<file path="src/vdrb_pkg.sv">
// Purpose: Shared constants and carriers for the teletext and caption readback block.
// Assumes: A single system clock; the host port is already in this clock domain.
// Notes:   Offsets are host port byte addresses; configuration reset values live here only.
//
// How it works
// - Each teletext location read returns the next stored byte and pops it.
// - Reading an empty teletext FIFO repeats the previous byte, state unchanged.
// - Caption register gives first byte, then second byte on successive reads.
// - After both caption bytes, reads return the first byte until new data.
// - Caption arrival sets that field's caption-ready status bit.
// - Caption-ready clears only after both bytes of that field are read.
// - Threshold status sets once stored transactions reach the 4-bit threshold.
// - Threshold field resets to five.
// - A 5-bit line number selects where line-qualified status events occur.
// - Line number is examined at each line start; changes apply next line.
// - Line number zero suppresses all three line-qualified events.
// - Line number field resets to twenty-four.
// - With data-required high, teletext event needs stored data.
// - Data-required has no effect on caption events.
// - Data-required bit resets to one.
// - Threshold status reads one at or above threshold, zero otherwise.

package vdrb_pkg;

  // ****************************************************************
  // Register offsets
  // ****************************************************************
  localparam logic [7:0] ADDR_TTX     = 8'hb0;
  localparam logic [7:0] ADDR_CC_ODD  = 8'hb1;
  localparam logic [7:0] ADDR_CC_EVEN = 8'hb2;
  localparam logic [7:0] ADDR_BUF     = 8'hb3;
  localparam logic [7:0] ADDR_THR     = 8'hb4;
  localparam logic [7:0] ADDR_LINE    = 8'hb5;

  // ****************************************************************
  // Reset values and sizes
  // ****************************************************************
  localparam logic [3:0] THR_RST      = 4'h5;
  localparam logic [4:0] LINE_RST     = 5'h18;
  localparam logic       REQ_RST      = 1'b1;
  localparam int         FIFO_DEPTH   = 16;
  localparam logic [4:0] CNT_SAT      = 5'h0f;

  // ****************************************************************
  // Carriers
  // ****************************************************************
  // Host port request, one cycle per access
  typedef struct packed {
    logic       rd;
    logic       wr;
    logic [7:0] addr;
    logic [7:0] wdata;
  } vdrb_req_s;

  // One sliced teletext byte with end-of-transaction mark
  typedef struct packed {
    logic       last;
    logic [7:0] data;
  } vdrb_ttx_s;

  // One caption message; field high means odd field
  typedef struct packed {
    logic        odd;
    logic [15:0] bytes;
  } vdrb_cc_s;

  // Buffer status register layout
  typedef struct packed {
    logic       odd_caption_ready;
    logic       even_caption_ready;
    logic [3:0] tx_count;
    logic       fifo_full;
    logic       ttx_avail;
  } vdrb_buf_s;

endpackage

</file>
<file path="src/vdrb_fifo.sv">
// Purpose: First-word-fall-through FIFO with valid/ready on both sides.
// Assumes: DEPTH is a power of two.
// Notes:   Output data is the head word, valid while not empty.
`timescale 1ns/1ns

module vdrb_fifo #(
  parameter int WIDTH = 9,
  parameter int DEPTH = 16
) (
  input  wire logic             i_sys_clk,
  input  wire logic             i_reset,
  input  wire logic             i_in_valid,
  output logic                  o_in_ready,
  input  wire logic [WIDTH-1:0] i_in_data,
  output logic                  o_out_valid,
  input  wire logic             i_out_ready,
  output logic [WIDTH-1:0]      o_out_data
);

  localparam int AW = $clog2(DEPTH);

  logic [WIDTH-1:0] mem [DEPTH];
  logic [AW-1:0]    wr_ptr_reg;
  logic [AW-1:0]    rd_ptr_reg;
  logic [AW:0]      cnt_reg;
  logic [AW:0]      cnt_next;
  logic             in_ready_reg;
  logic             empty_reg;
  logic             push;
  logic             pop;

  // Handshakes
  assign push        = i_in_valid && in_ready_reg;
  assign pop         = !empty_reg && i_out_ready;
  assign o_in_ready  = in_ready_reg;
  assign o_out_valid = !empty_reg;
  assign o_out_data  = mem[rd_ptr_reg];

  // Occupancy next value
  always_comb
  begin
    cnt_next = cnt_reg;
    case ({push, pop})
      2'b10:   cnt_next = cnt_reg + 1'b1;
      2'b01:   cnt_next = cnt_reg - 1'b1;
      default: cnt_next = cnt_reg;
    endcase
  end

  // Storage array, no reset needed
  always_ff @(posedge i_sys_clk)
  begin
    if (push)
    begin
      mem[wr_ptr_reg] <= i_in_data;
    end
  end

  // Pointers and flags
  always_ff @(posedge i_sys_clk)
  begin
    if (i_reset)
    begin
      wr_ptr_reg <= '0;
      rd_ptr_reg <= '0;
      cnt_reg    <= '0;
      in_ready_reg <= 1'b1;
      empty_reg  <= 1'b1;
    end
    else
    begin
      if (push)
      begin
        wr_ptr_reg <= wr_ptr_reg + 1'b1;
      end
      if (pop)
      begin
        rd_ptr_reg <= rd_ptr_reg + 1'b1;
      end
      cnt_reg   <= cnt_next;
      in_ready_reg <= (cnt_next != (AW+1)'(DEPTH));
      empty_reg <= (cnt_next == '0);
    end
  end

endmodule

</file>
<file path="src/vdrb_top.sv">
// Purpose: Host readback of teletext FIFO, caption registers and status.
// Assumes: Slicer, line timing and host port all run on i_sys_clk.
// Notes:   Line-qualified events are one-cycle pulses for the status register.
`timescale 1ns/1ns

module vdrb_top (
  input  wire logic                i_sys_clk,
  input  wire logic                i_reset,
  input  wire vdrb_pkg::vdrb_req_s i_host_req,
  output logic [7:0]               o_host_rdata,
  output logic                     o_host_rvalid,
  input  wire logic                i_ttx_valid,
  input  wire vdrb_pkg::vdrb_ttx_s i_ttx_word,
  output logic                     o_ttx_ready,
  input  wire logic                i_cc_valid,
  input  wire vdrb_pkg::vdrb_cc_s  i_cc_word,
  input  wire logic                i_line_start,
  input  wire logic [9:0]          i_line_num,
  output logic                     o_ttx_data_evt,
  output logic                     o_cc_even_evt,
  output logic                     o_cc_odd_evt,
  output logic                     o_ttx_thresh
);

  import vdrb_pkg::*;

  // ****************************************************************
  // Declarations
  // ****************************************************************
  logic        rd_ttx;
  logic [1:0]  rd_cc;
  logic        fifo_valid;
  vdrb_ttx_s   fifo_head;
  logic        fifo_pop;
  logic        push_last;
  logic        pop_last;
  logic [7:0]  last_ttx_reg;
  logic [4:0]  tx_cnt_reg;
  logic [3:0]  thr_reg;
  logic [4:0]  line_sel_reg;
  logic        data_req_reg;
  logic [15:0] cc_data_reg   [2];
  logic [1:0]  cc_second_reg;
  logic [1:0]  cc_ready_reg;
  logic        line_hit;
  vdrb_buf_s   buf_stat;

  // Caption byte for the current read phase
  function automatic logic [7:0] cc_byte(input logic [15:0] bytes, input logic second);
    cc_byte = second ? bytes[15:8] : bytes[7:0];
  endfunction

  // ****************************************************************
  // Host port decode
  // ****************************************************************
  // Read strobes per location; index 0 even, 1 odd
  assign rd_ttx   = i_host_req.rd && (i_host_req.addr == ADDR_TTX);
  assign rd_cc[0] = i_host_req.rd && (i_host_req.addr == ADDR_CC_EVEN);
  assign rd_cc[1] = i_host_req.rd && (i_host_req.addr == ADDR_CC_ODD);

  // ****************************************************************
  // Teletext FIFO
  // ****************************************************************
  // Pop only when a byte is present
  assign fifo_pop  = rd_ttx && fifo_valid;
  assign push_last = i_ttx_valid && o_ttx_ready && i_ttx_word.last;
  assign pop_last  = fifo_pop && fifo_head.last;

  vdrb_fifo #(
    .WIDTH ($bits(vdrb_ttx_s)),
    .DEPTH (FIFO_DEPTH)
  ) u_fifo (
    .i_sys_clk   (i_sys_clk),
    .i_reset     (i_reset),
    .i_in_valid  (i_ttx_valid),
    .o_in_ready  (o_ttx_ready),
    .i_in_data   (i_ttx_word),
    .o_out_valid (fifo_valid),
    .i_out_ready (rd_ttx),
    .o_out_data  (fifo_head)
  );

  // Byte returned again when the FIFO runs dry
  always_ff @(posedge i_sys_clk)
  begin
    if (i_reset)
    begin
      last_ttx_reg <= 8'h00;
    end
    else if (fifo_pop)
    begin
      last_ttx_reg <= fifo_head.data;
    end
  end

  // Complete transactions held; marks come from the slicer
  always_ff @(posedge i_sys_clk)
  begin
    if (i_reset)
    begin
      tx_cnt_reg <= 5'h00;
    end
    else if (push_last && !pop_last)
    begin
      tx_cnt_reg <= tx_cnt_reg + 1'b1;
    end
    else if (pop_last && !push_last)
    begin
      tx_cnt_reg <= tx_cnt_reg - 1'b1;
    end
  end

  AST_EMPTY_HOLD: assert property (
    @(posedge i_sys_clk) disable iff (i_reset)
    (rd_ttx && !fifo_valid) |=> (o_host_rdata == $past(last_ttx_reg))
                                && (tx_cnt_reg == $past(tx_cnt_reg) + {4'h0, $past(push_last)}))
    else $error("empty teletext read did not repeat last byte");

  AST_POP_DATA: assert property (
    @(posedge i_sys_clk) disable iff (i_reset)
    (rd_ttx && fifo_valid) |=> (o_host_rdata == $past(fifo_head.data))
                               && (last_ttx_reg == o_host_rdata))
    else $error("teletext read returned wrong byte");

  // ****************************************************************
  // Caption registers
  // ****************************************************************
  // New message wins over a read in the same cycle
  always_ff @(posedge i_sys_clk)
  begin
    if (i_reset)
    begin
      cc_data_reg[0] <= 16'h0000;
      cc_data_reg[1] <= 16'h0000;
      cc_second_reg  <= 2'h0;
      cc_ready_reg   <= 2'h0;
    end
    else
    begin
      for (int f = 0; f < 2; f++)
      begin
        if (i_cc_valid && (i_cc_word.odd == f[0]))
        begin
          cc_data_reg[f]   <= i_cc_word.bytes;
          cc_ready_reg[f]  <= 1'b1;
          cc_second_reg[f] <= 1'b0;
        end
        else if (rd_cc[f] && cc_ready_reg[f] && cc_second_reg[f])
        begin
          cc_ready_reg[f]  <= 1'b0;
          cc_second_reg[f] <= 1'b0;
        end
        else if (rd_cc[f] && cc_ready_reg[f])
        begin
          cc_second_reg[f] <= 1'b1;
        end
      end
    end
  end

  AST_CC_SET: assert property (
    @(posedge i_sys_clk) disable iff (i_reset)
    i_cc_valid |=> cc_ready_reg[$past(i_cc_word.odd)] && !cc_second_reg[$past(i_cc_word.odd)])
    else $error("caption ready not set on arrival");

  AST_CC_CLEAR: assert property (
    @(posedge i_sys_clk) disable iff (i_reset)
    $fell(cc_ready_reg[0]) |-> $past(rd_cc[0] && cc_second_reg[0]))
    else $error("even caption ready cleared before both bytes read");

  AST_CC_ORDER: assert property (
    @(posedge i_sys_clk) disable iff (i_reset)
    (rd_cc[1] && !i_cc_valid && cc_ready_reg[1] && !cc_second_reg[1])
      ##1 (rd_cc[1] && !i_cc_valid) ##1 (rd_cc[1] && !i_cc_valid)
    |-> ##1 (o_host_rdata == cc_data_reg[1][7:0])
            && ($past(o_host_rdata) == cc_data_reg[1][15:8])
            && ($past(o_host_rdata, 2) == cc_data_reg[1][7:0]))
    else $error("odd caption bytes out of order");

  // ****************************************************************
  // Configuration registers
  // ****************************************************************
  // Host writes to threshold and line select
  always_ff @(posedge i_sys_clk)
  begin
    if (i_reset)
    begin
      thr_reg      <= THR_RST;
      line_sel_reg <= LINE_RST;
      data_req_reg <= REQ_RST;
    end
    else if (i_host_req.wr && (i_host_req.addr == ADDR_THR))
    begin
      thr_reg <= i_host_req.wdata[3:0];
    end
    else if (i_host_req.wr && (i_host_req.addr == ADDR_LINE))
    begin
      data_req_reg <= i_host_req.wdata[5];
      line_sel_reg <= i_host_req.wdata[4:0];
    end
  end

  AST_RST_VALS: assert property (
    @(posedge i_sys_clk)
    i_reset |=> (thr_reg == THR_RST) && (line_sel_reg == LINE_RST)
                       && data_req_reg)
    else $error("configuration reset values wrong");

  // ****************************************************************
  // Line-qualified events
  // ****************************************************************
  // Selection examined only at line start; zero never matches
  assign line_hit = i_line_start && (line_sel_reg != 5'h00)
                    && (i_line_num == {5'h00, line_sel_reg});

  // One-cycle event pulses
  always_ff @(posedge i_sys_clk)
  begin
    if (i_reset)
    begin
      o_ttx_data_evt <= 1'b0;
      o_cc_even_evt  <= 1'b0;
      o_cc_odd_evt   <= 1'b0;
    end
    else
    begin
      o_ttx_data_evt <= line_hit && (!data_req_reg || (tx_cnt_reg != 5'h00));
      o_cc_even_evt  <= line_hit && cc_ready_reg[0];
      o_cc_odd_evt   <= line_hit && cc_ready_reg[1];
    end
  end

  AST_LINE_ZERO: assert property (
    @(posedge i_sys_clk) disable iff (i_reset)
    (line_sel_reg == 5'h00) |=> !o_ttx_data_evt && !o_cc_even_evt && !o_cc_odd_evt)
    else $error("event raised with line select zero");

  AST_DATA_REQ: assert property (
    @(posedge i_sys_clk) disable iff (i_reset)
    o_ttx_data_evt |-> $past(i_line_start) && $past(i_line_num[4:0] == line_sel_reg)
                       && (!$past(data_req_reg) || ($past(tx_cnt_reg) != 5'h00)))
    else $error("teletext event without its conditions");

  AST_LINE_ONLY: assert property (
    @(posedge i_sys_clk) disable iff (i_reset)
    !i_line_start |=> !o_ttx_data_evt && !o_cc_even_evt && !o_cc_odd_evt)
    else $error("event raised outside line start");

  // ****************************************************************
  // Status and read data
  // ****************************************************************
  // Buffer status fields; count saturates at field width
  always_comb
  begin
    buf_stat.odd_caption_ready  = cc_ready_reg[1];
    buf_stat.even_caption_ready = cc_ready_reg[0];
    buf_stat.tx_count  = (tx_cnt_reg > CNT_SAT) ? CNT_SAT[3:0] : tx_cnt_reg[3:0];
    buf_stat.fifo_full = !o_ttx_ready;
    buf_stat.ttx_avail = (tx_cnt_reg != 5'h00);
  end

  // Threshold status level
  always_ff @(posedge i_sys_clk)
  begin
    if (i_reset)
    begin
      o_ttx_thresh <= 1'b0;
    end
    else
    begin
      o_ttx_thresh <= (tx_cnt_reg >= {1'b0, thr_reg});
    end
  end

  AST_THRESH: assert property (
    @(posedge i_sys_clk) disable iff (i_reset)
    ##1 (o_ttx_thresh == ($past(tx_cnt_reg) >= {1'b0, $past(thr_reg)})))
    else $error("threshold status disagrees with count");

  // Registered read data, unmapped reads as zero
  always_ff @(posedge i_sys_clk)
  begin
    if (i_reset)
    begin
      o_host_rdata  <= 8'h00;
      o_host_rvalid <= 1'b0;
    end
    else
    begin
      o_host_rvalid <= i_host_req.rd;
      if (i_host_req.rd)
      begin
        case (i_host_req.addr)
          ADDR_TTX:     o_host_rdata <= fifo_valid ? fifo_head.data : last_ttx_reg;
          ADDR_CC_EVEN: o_host_rdata <= cc_byte(cc_data_reg[0], cc_second_reg[0]);
          ADDR_CC_ODD:  o_host_rdata <= cc_byte(cc_data_reg[1], cc_second_reg[1]);
          ADDR_BUF:     o_host_rdata <= buf_stat;
          ADDR_THR:     o_host_rdata <= {4'h0, thr_reg};
          ADDR_LINE:    o_host_rdata <= {2'h0, data_req_reg, line_sel_reg};
          default:      o_host_rdata <= 8'h00;
        endcase
      end
    end
  end

  AST_AVAIL: assert property (
    @(posedge i_sys_clk) disable iff (i_reset)
    (i_host_req.rd && (i_host_req.addr == ADDR_BUF))
      |=> (o_host_rdata[0] == ($past(tx_cnt_reg) != 5'h00))
          && (o_host_rdata[1] == !$past(o_ttx_ready)))
    else $error("buffer status bits wrong");

endmodule

</file>
<file path="config.mk">
export PLATFORM = sky130hd
export DESIGN_NAME = vdrb_top
export DESIGN_NICKNAME = d
export VERILOG_FILES = /design/src/vdrb_pkg.sv /design/src/vdrb_fifo.sv /design/src/vdrb_top.sv
export SDC_FILE = /design/constraint.sdc
export NUM_CORES = 1
export LEC_CHECK = 0
export BUFFER_PORTS_ARGS = -buffer_cell sky130_fd_sc_hd__buf_2
export CORE_MARGIN = 2
export CORE_UTILIZATION = 60
export CTS_BUF_LIST = sky130_fd_sc_hd__clkbuf_8
export CTS_CLUSTER_SIZE = 8
export DETAILED_ROUTE_END_ITERATION = 8
export PLACE_DENSITY = 0.89
export SYNTH_ARGS = -nofsm -noshare
export SYNTH_HDL_FRONTEND = slang
export SYNTH_SLANG_ARGS = --single-unit
</file>
<file path="constraint.sdc">
create_clock -name i_sys_clk -period 7.8 [get_ports i_sys_clk]
set_clock_uncertainty 0.15 [all_clocks]
set_input_delay 1.17 -clock i_sys_clk [delete_from_list [all_inputs] [get_ports i_sys_clk]]
set_output_delay 1.17 -clock i_sys_clk [all_outputs]
set_load 0.05 [all_outputs]
</file>
==> impl_metrics.toml, run 1 <==
[cells_and_area]
fin_area_um2 = 10900
fillers = 1045
drive_above_1_share_pct = 22.4
areaGrowthSynthToFinish_pct = 12.2
final_nets = 813
insertedDiodeCount = 0
largest_register_ffs = 144

[power]
pwr-share-seq_pct = 57.2
p_int_uw = 1900
p_leak_uw = 0.00377
powerDensity_nw_per_um2 = 223
power_switching_uw = 539
power.share.clock_pct = 37.4
comb_power_share_pct = 5.5
swShare_pct = 22.1
vdd_drop_max_uv = 167
total_power_uw = 2440

[clock_tree]
post-cts-setup-buffers = 0
cts_buffers = 37
clkSinkCount = 235
tritoncts = "built"
clk_latency_ns = 0.53
clock-root-buffer = "clkbuf_8"
cts_hold_buf = 0
htreeDepth = 2
cts_resized = 0
clk_path_buf_depth = 3
clk_pin_slew_ns = 0.07

[detailed_routing]
drtIter0Drc = 558
drtPass1Iterations = 5
viasPerCell = 6.05
postRouteAntennaNets = 0
wl_um = 20200
wl_per_cell_um = 20.7
dr_wl_met2_um = 10300
route.detailed.drc = 0
vias = 5897
wl_met3_um = 1450
maxUsedRoutingLayer = "met4"
wl_met1_um = 7770

[floorplanning]
coreArea_um2 = 15900
dieHeight_um = 131
boundaryPins = 73
rows = 46
die_w_um = 131
initial_utilization_pct = 61.2
fp.dieArea_um2 = 17200

[placement]
place_area_um2 = 10300
dp_hpwl_um = 13700
gp_congestion = 0.899
portBuffers = 70

[logic_synthesis]
synthCells = 654
synth_area_um2 = 9720
dominantRegCellSynth = "edfxtp_1"
synth_edf_count = 176
synth.top_cell.area_share_pct = 54.4
synth_cell_types = 54
avgSynthCellArea_um2 = 14.9
synth_top_area_cell = "edfxtp_1"
ys_ff_latch = 235
ys_seq_area_share_pct = 66.5
synthesis.yosys.warnings = 0
synth.area.top_cells = "edfxtp_1, dfxtp_1, mux4_2, mux2i_1, nor2_1"
synth_nets = 729
async_flop_share_pct = 0

[critical_path]
arrival_ns = 4.50
start_kind = "primary input"
cp-startpoint = "i_host_req[8]"
cp-end-kind = "register"
critical_path_required_ns = 8.04
critical_path.max_fanout = 22
critPathKind = "in -> reg"

[sta]
fin_crit_sh_pct = 54.6
slew_viol_final = 0
worst_pin_slew_ns = 1.15
finalHoldViolations = 0
fin_crit_ns = 4.26
rsz0062_at_grt = "no"
whs_ns = 0.318
timing.setup.tns_ns = 0
maxSlewHeadroom_pct = 23.3
max_clock_freq_ghz = 0.235
setup_viol = 0

[grt]
grt_first_pass_wirelength_um = 31800
grt_max_degree = 46
grtUsageTotal_pct = 23.8
grt_overflow = 0
antenna_found_initial = 0
grt_pass1_vias = 6113

[flow_run]
cap_violations = 0

[worst_hold_path]
hp-start = "last_ttx_reg[4]"
min_path_type = "reg -> reg"

[status]
status = "finished, final reports clean"
logic make-up after synthesis:
group	after synthesis	synth area share, %
buf+inv	45	1.84
fa+ha+maj	16	2.14
simple gates	183	8.96
xor+xnor	24	2.16
compound gates	82	5.50
flops	235	66.5
mux	69	12.9
cells in the mapped netlist, types with 4 or more instances:
library cell and instances:
nor2_1 60, nand2_1 52, nor2b_1 9, a22oi_1 14, inv_1 12, dfxtp_1 59
a21oi_1 27, xnor2_1 11, and2_1 19, nor3_1 9, xor2_1 13, nand4_1 6
mux2i_1 23, ha_1 15, mux4_2 45, clkbuf_1 23, nand2b_1 6, o21ai_0 12
edfxtp_1 176, buf_2 4
power groups by stage:
| stage | Combinational (µW) | Sequential, µW | Clock [µW] |
|---|---|---|---|
| after detailed placement | 132 | 1420 | 0 |
| after global routing | 148 | 1400 | 976 |
| after global placement | 123 | 1420 | 0 |
| after floorplan | 78.7 | 1420 | 0 |
| after CTS | 133 | 1390 | 926 |
| final | 134 | 1390 | 910 |
critical path: stages:
cell and delay [ns]:
buf_2 0.23, nor4_1 0.30, nand3_1 0.43, clkinv_2 0.36, nand2_1 0.23, xnor2_1 0.18, ha_1 0.21, a21oi_1 0.27
xnor2_1 0.18, xnor2_1 0.12, o32ai_1 0.27, mux2_2 0.20, or3b_1 0.33
area by class of cell:
class	count	area, µm²	area share (%)
Sequential cell	235	6470	59.3
Clock inverter	20	90.1	0.826
Tap cell	216	270	2.48
Clock buffer	40	551	5.05
Timing Repair Buffer	76	395	3.63
Inverter	14	53.8	0.493
Multi-Input combinational cell	374	3080	28.2
final timing paths:
check	end	slack [ns]	cells past startpoint
hold / removal	last_ttx_reg[4]	0.32	2
setup reg to reg	tx_cnt_reg[4]	3.85	12
hold reg to reg	last_ttx_reg[4]	0.32	2
setup / recovery	u_fifo.o_in_ready	3.54	13
cells in the final DEF, fill, tap and decap left out, drive strengths merged, types with 13 or more instances in the layout:
cell type | synthesis | routed
a21oi | 27 | 27
a22oi | 14 | 14
and2 | 19 | 19
buf | 8 | 76
clkbuf | 23 | 40
dfxtp | 59 | 59
edfxtp | 176 | 176
ha | 15 | 15
inv | 12 | 29
mux2i | 23 | 23
mux4 | 45 | 45
nand2 | 52 | 52
nor2 | 60 | 60
xor2 | 13 | 13
routing by layer:
metal / vias up / track usage [%]
met3: 61 / 5.36
li1: 2653 / -
met1: 2897 / 28.6
met2: 286 / 41.9
met4: 0 / 9.90
met5: - / 0
metrics by stage:
stage / util (%) / std cells / setup WS (ns)
after floorplan: - / 654 / 4.11
after global placement: 64.6 / 915 / 3.26
after detailed placement: 64.6 / 915 / 3.04
after CTS: 68.7 / 975 / 3.58
after global routing: 68.7 / 975 / 3.36
final: 68.7 / 975 / 3.54
(Power assumes the default switching activity.)
==> inputs of run 2 (changes only) <==
--- a/config.mk
+++ b/config.mk
@@ -5,13 +5,14 @@
 export SDC_FILE = /design/constraint.sdc
 export NUM_CORES = 1
 export LEC_CHECK = 0
+export ABC_AREA = 1
 export BUFFER_PORTS_ARGS = -buffer_cell sky130_fd_sc_hd__buf_2
 export CORE_MARGIN = 2
-export CORE_UTILIZATION = 60
+export CORE_UTILIZATION = 56
 export CTS_BUF_LIST = sky130_fd_sc_hd__clkbuf_8
 export CTS_CLUSTER_SIZE = 8
 export DETAILED_ROUTE_END_ITERATION = 8
-export PLACE_DENSITY = 0.89
+export PLACE_DENSITY = 0.87
 export SYNTH_ARGS = -nofsm -noshare
 export SYNTH_HDL_FRONTEND = slang
 export SYNTH_SLANG_ARGS = --single-unit
==> constraint.sdc (replaced) <==
create_clock -name i_sys_clk -period 3.55 [get_ports i_sys_clk]
set_clock_uncertainty 0.15 [all_clocks]
set_input_delay 0.5325 -clock i_sys_clk [delete_from_list [all_inputs] [get_ports i_sys_clk]]
set_output_delay 0.5325 -clock i_sys_clk [all_outputs]
set_load 0.05 [all_outputs]
==> impl_metrics.toml, run 2 <==
[status]
status = "finished, final reports clean"

[cells_and_area]
stdcell_count = 1320
final_common_cell = "edfxtp_1"
seq_area_um2 = 6470
multi_input_area_um2 = 3070
areaGrowthSynthToFinish_pct = 12.2
final_cell_mix = "edfxtp_1, nor2_1, nand2_1"
drive_above_1_share_pct = 13.9
largest_register_ffs = 144
fillers = 1261
insertedDiodeCount = 0
final_nets = 1145

[clock_tree]
cts_resized = 0
cts_hold_buf = 0
htreeDepth = 2
clkSinkCount = 235
cts_buffers = 38
clk_pin_slew_ns = 0.06
clk_latency_ns = 0.53
tritoncts = "built"
post-cts-setup-buffers = 0
clk_path_buf_depth = 3
clock-root-buffer = "clkbuf_8"

[power]
powerDensity_nw_per_um2 = 473
vdd_drop_max_uv = 305
comb_power_share_pct = 5.3
p_leak_uw = 0.00447
power_switching_uw = 1220
pwr-share-seq_pct = 57.0
p_int_uw = 4140
total_power_uw = 5360
power.share.clock_pct = 37.7
swShare_pct = 22.7

[logic_synthesis]
synth.area.top_cells = "edfxtp_1, dfxtp_1, nor2_1, nand2_1, o21ai_0"
synth_top_area_cell = "edfxtp_1"
dominantRegCellSynth = "edfxtp_1"
synth_nets = 1054
ys_ff_latch = 235
synth_common_cells = "edfxtp_1, nor2_1, nand2_1"
synth_edf_count = 176
yosysMostFrequentCell = "edfxtp_1"
async_flop_share_pct = 0
synth_area_um2 = 10100
synth_cell_types = 43
ys_seq_area_share_pct = 64.0
synthCells = 979
synthesis.yosys.warnings = 0
synth.top_cell.area_share_pct = 52.3
avgSynthCellArea_um2 = 10.3

[sta]
slew_viol_final = 0
max_clock_freq_ghz = 0.306
rsz0062_at_grt = "no"
finalHoldViolations = 0
fin_crit_sh_pct = 92.2
worst_pin_slew_ns = 0.986
timing.setup.tns_ns = 0
fin_crit_ns = 3.27
setup_viol = 0
whs_ns = 0.0875
maxSlewHeadroom_pct = 34.0

[critical_path]
arrival_ns = 3.54
start_kind = "register"
critical_path.max_fanout = 16
critical_path_required_ns = 3.82
cp-end-kind = "register"
critPathKind = "reg -> reg"

[detailed_routing]
wl_per_cell_um = 17.9
vias = 7701
wl_um = 23600
postRouteAntennaNets = 0
drtIter0Drc = 823
route.detailed.drc = 0
drtPass1Iterations = 6
viasPerCell = 5.83

[grt]
use_met2_pct = 38.7
grt_first_pass_wirelength_um = 36600
grt_max_degree = 48
use_met3_pct = 5.37
busiest_layer = "met2"
grt_overflow = 0
grt_pass1_vias = 7272
use_met1_pct = 31.1
grtUsageTotal_pct = 24.0
antenna_found_initial = 0

[worst_hold_path]
min_path_type = "in -> reg"
hp-start = "i_host_req[0]"

[floorplanning]
coreArea_um2 = 17800
fp.dieArea_um2 = 19100
die_w_um = 138
initial_utilization_pct = 56.6
boundaryPins = 73
dieHeight_um = 138
rows = 49

[placement]
gp_congestion = 0.876
dp_hpwl_um = 14900
portBuffers = 70
dp.cells = 1259

[flow_run]
cap_violations = 0
run 2: cell count changes after synthesis, moves of 23 or more:
cell and delta:
a21oi_1 +38, o21ai_0 +77, nand2_1 +80, mux4_2 -45, nor2_1 +105, nand3_1 +28
mux2i_1 -23, o211ai_1 +37, inv_1 +73
run 2: power by group through the flow:
stage	Combinational [µW]	Clock [µW]	Sequential (µW)
2_1_floorplan	158	0	3110
3_3_place_gp	266	0	3110
3_5_place_dp	278	0	3110
4_1_cts	281	2040	3060
5_1_grt	313	2130	3060
6_report	282	2020	3060
run 2: worst paths after layout:
kind	endpoint	slack (ns)	depth (start not counted)
max reg2reg	tx_cnt_reg[4]	0.28	15
min	thr_reg[0]	0.09	3
min reg2reg	o_ttx_data_evt	0.31	1
max	tx_cnt_reg[4]	0.28	15
run 2: per-layer routing:
layer  vias to the layer above  wire (µm)
li1                       3584          -
met1                      3605       9100
met2                       424      11300
met3                        88       2240
met4                         0        969
met5                         -          0
run 2: through the flow:
step,setup slack (ns),area [µm²],utilization [%]
floorplan,0.482,10100,-
detailed placement,0.306,10700,60.0
global placement,0.375,10700,60.0
finish,0.279,11300,63.5
global route,0.0879,11300,63.5
CTS,0.324,11300,63.5
run 2: critical path: stages (launching register included):
cell and delay, ns:
dfxtp_2 0.52, inv_2 0.21, a21oi_1 0.21, a22oi_1 0.09, a221oi_1 0.37, or3_1 0.17
ha_1 0.18, inv_1 0.10, fa_1 0.42, a21o_1 0.18, a21oi_1 0.16, nor2_1 0.06
nor2_1 0.08, nand2_1 0.06, o21ai_0 0.15, a21oi_1 0.05
run 2: cell type report:
class,count,area share [%]
sequential,235,57.1
clock inverter,21,0.740
multi-input combinational,609,27.1
clock buffer,40,4.86
timing repair buffer,92,4.55
tap,229,2.53
inverter,94,3.11
run 2: kinds of logic after synthesis:
family / share of synthesized area [%]
and+or+nand+nor: 15.3
buffers and inverters: 5.50
DFF: 64.0
adders and majority gates: 2.06
AOI/OAI and AO/OA: 12.7
xor gates and xnor gates: 0.347
==> inputs of run 3 (changes only) <==
--- a/config.mk
+++ b/config.mk
@@ -7,6 +7,7 @@
 export LEC_CHECK = 0
 export ABC_AREA = 1
 export BUFFER_PORTS_ARGS = -buffer_cell sky130_fd_sc_hd__buf_2
+export CORE_ASPECT_RATIO = 0.5
 export CORE_MARGIN = 2
 export CORE_UTILIZATION = 56
 export CTS_BUF_LIST = sky130_fd_sc_hd__clkbuf_8
==> impl_metrics.toml, run 3 (synthesized netlist as in run 2, its figures left out) <==
[power]
powerDensity_nw_per_um2 = 469
vdd_drop_max_uv = 237
p_leak_uw = 0.00447
total_power_uw = 5320

[critical_path]
slowest_delay_ns = 0.38
cp_slowest_cell = "dfxtp_2"
critPathKind = "reg -> reg"
start_kind = "register"
crit_chain = "inv_2 > nand2_1 > a22oi_1 > a221oi_1 > or3_1 > ha_1 > inv_1 > ha_1 > a21o_1 > a21oi_1 > nor2_1 > nor2_1 > nand2_1 > o21ai_0 > a21oi_1"
critical_path_required_ns = 3.81
arrival_ns = 3.52
cp-end-kind = "register"
reg2reg_slack_ns = 0.29
rr_worst_depth = 15
critical_path.max_fanout = 24

[placement]
portBuffers = 70
gp_congestion = 0.878
place_ws_ns = 0.271
place_area_um2 = 10700
dp_hpwl_um = 16300

[grt]
grtUsageTotal_pct = 25.7
antenna_found_initial = 0
grt_pass1_vias = 7536
grt_overflow = 0
grt_first_pass_wirelength_um = 38500
grt_max_degree = 52

[clock_tree]
clk_pin_slew_ns = 0.06
cts_buffers = 36
cts_hold_buf = 0
htreeDepth = 2
clk_latency_ns = 0.54
clkSinkCount = 235
post-cts-setup-buffers = 0
tritoncts = "built"
clock-root-buffer = "clkbuf_8"
clk_path_buf_depth = 3
cts_resized = 0

[detailed_routing]
wl_per_cell_um = 18.6
wl_um = 24600
viasPerCell = 5.83
drtPass1Iterations = 6
vias = 7717
postRouteAntennaNets = 0
route.detailed.drc = 0
drtIter0Drc = 885

[floorplanning]
rows = 34
die_w_um = 194
boundaryPins = 73
coreArea_um2 = 17500
fp.dieArea_um2 = 19200
dieHeight_um = 98.9
initial_utilization_pct = 57.6

[sta]
maxSlewHeadroom_pct = 22.4
setup_viol = 0
fin_crit_ns = 3.26
setup_ws_ns = 0.291
timing.setup.tns_ns = 0
worst_pin_slew_ns = 1.16
slew_viol_final = 0
max_clock_freq_ghz = 0.307
finalHoldViolations = 0
fin_crit_sh_pct = 91.8
rsz0062_at_grt = "no"

[cells_and_area]
areaGrowthSynthToFinish_pct = 12.3
final_common_cell = "edfxtp_1"
final_nets = 1148
fin_area_um2 = 11300
drive_above_1_share_pct = 14.3
fin_util_pct = 64.7
largest_register_ffs = 144
insertedDiodeCount = 0
final_cell_mix = "edfxtp_1, nor2_1, nand2_1"

[worst_hold_path]
min_path_type = "in -> reg"
hold-path-cell-count = 3

[status]
status = "finished, final reports clean"

[flow_run]
cap_violations = 0
## run 3: worst paths after layout
path	startpoint	to
worst max-delay path	register	tx_cnt_reg[4]
worst min-delay path	i_host_req[4]	line_sel_reg[4]
worst max register to register	register	tx_cnt_reg[4]
worst min register to register	data_req_reg	o_ttx_data_evt
## run 3: metrics by stage
step,std cells,hold WS (ns)
floorplan,979,0.264
global placement,1269,0.284
detailed placement,1269,0.304
finish,1323,0.0835
global route,1323,0.0933
CTS,1323,0.0710
## run 3: final cells by class
class / instances / area [µm²]
Inverter: 94 / 353
Timing Repair Buffer: 97 / 553
Clock buffer: 38 / 523
Sequential cell: 235 / 6470
Fill cell: 1249 / 6190
Clock inverter: 16 / 76.3
Tap cell: 234 / 293
Multi-Input combinational cell: 609 / 3070
## run 3: power breakdown
group	total, µW	switching, µW	leakage [µW]	internal (µW)
combinational	287	196	0.00201	90.8
sequential	3060	32.3	0.00211	3020
clock	1970	991	0.000353	981
## run 3: worst max-delay path, delay by kind of cell, from the launching register on
family | cells | cell delay, ns
AO/OA/AOI/OAI | 6 | 0.92
AND/OR/NAND/NOR | 5 | 0.67
adder cells (fa/ha/maj) | 2 | 0.54
buffers and inverters | 2 | 0.48
flip-flops | 1 | 0.38
## run 3: metal layers
metal	share of wire [%]	global-route usage, %	wire [µm]	vias to the layer above
li1	-	-	-	3586
met1	39	32.7	9590	3582
met2	47	43.9	11600	474
met3	11	5.85	2640	75
met4	2.9	9.03	714	0
met5	0	0	0	-
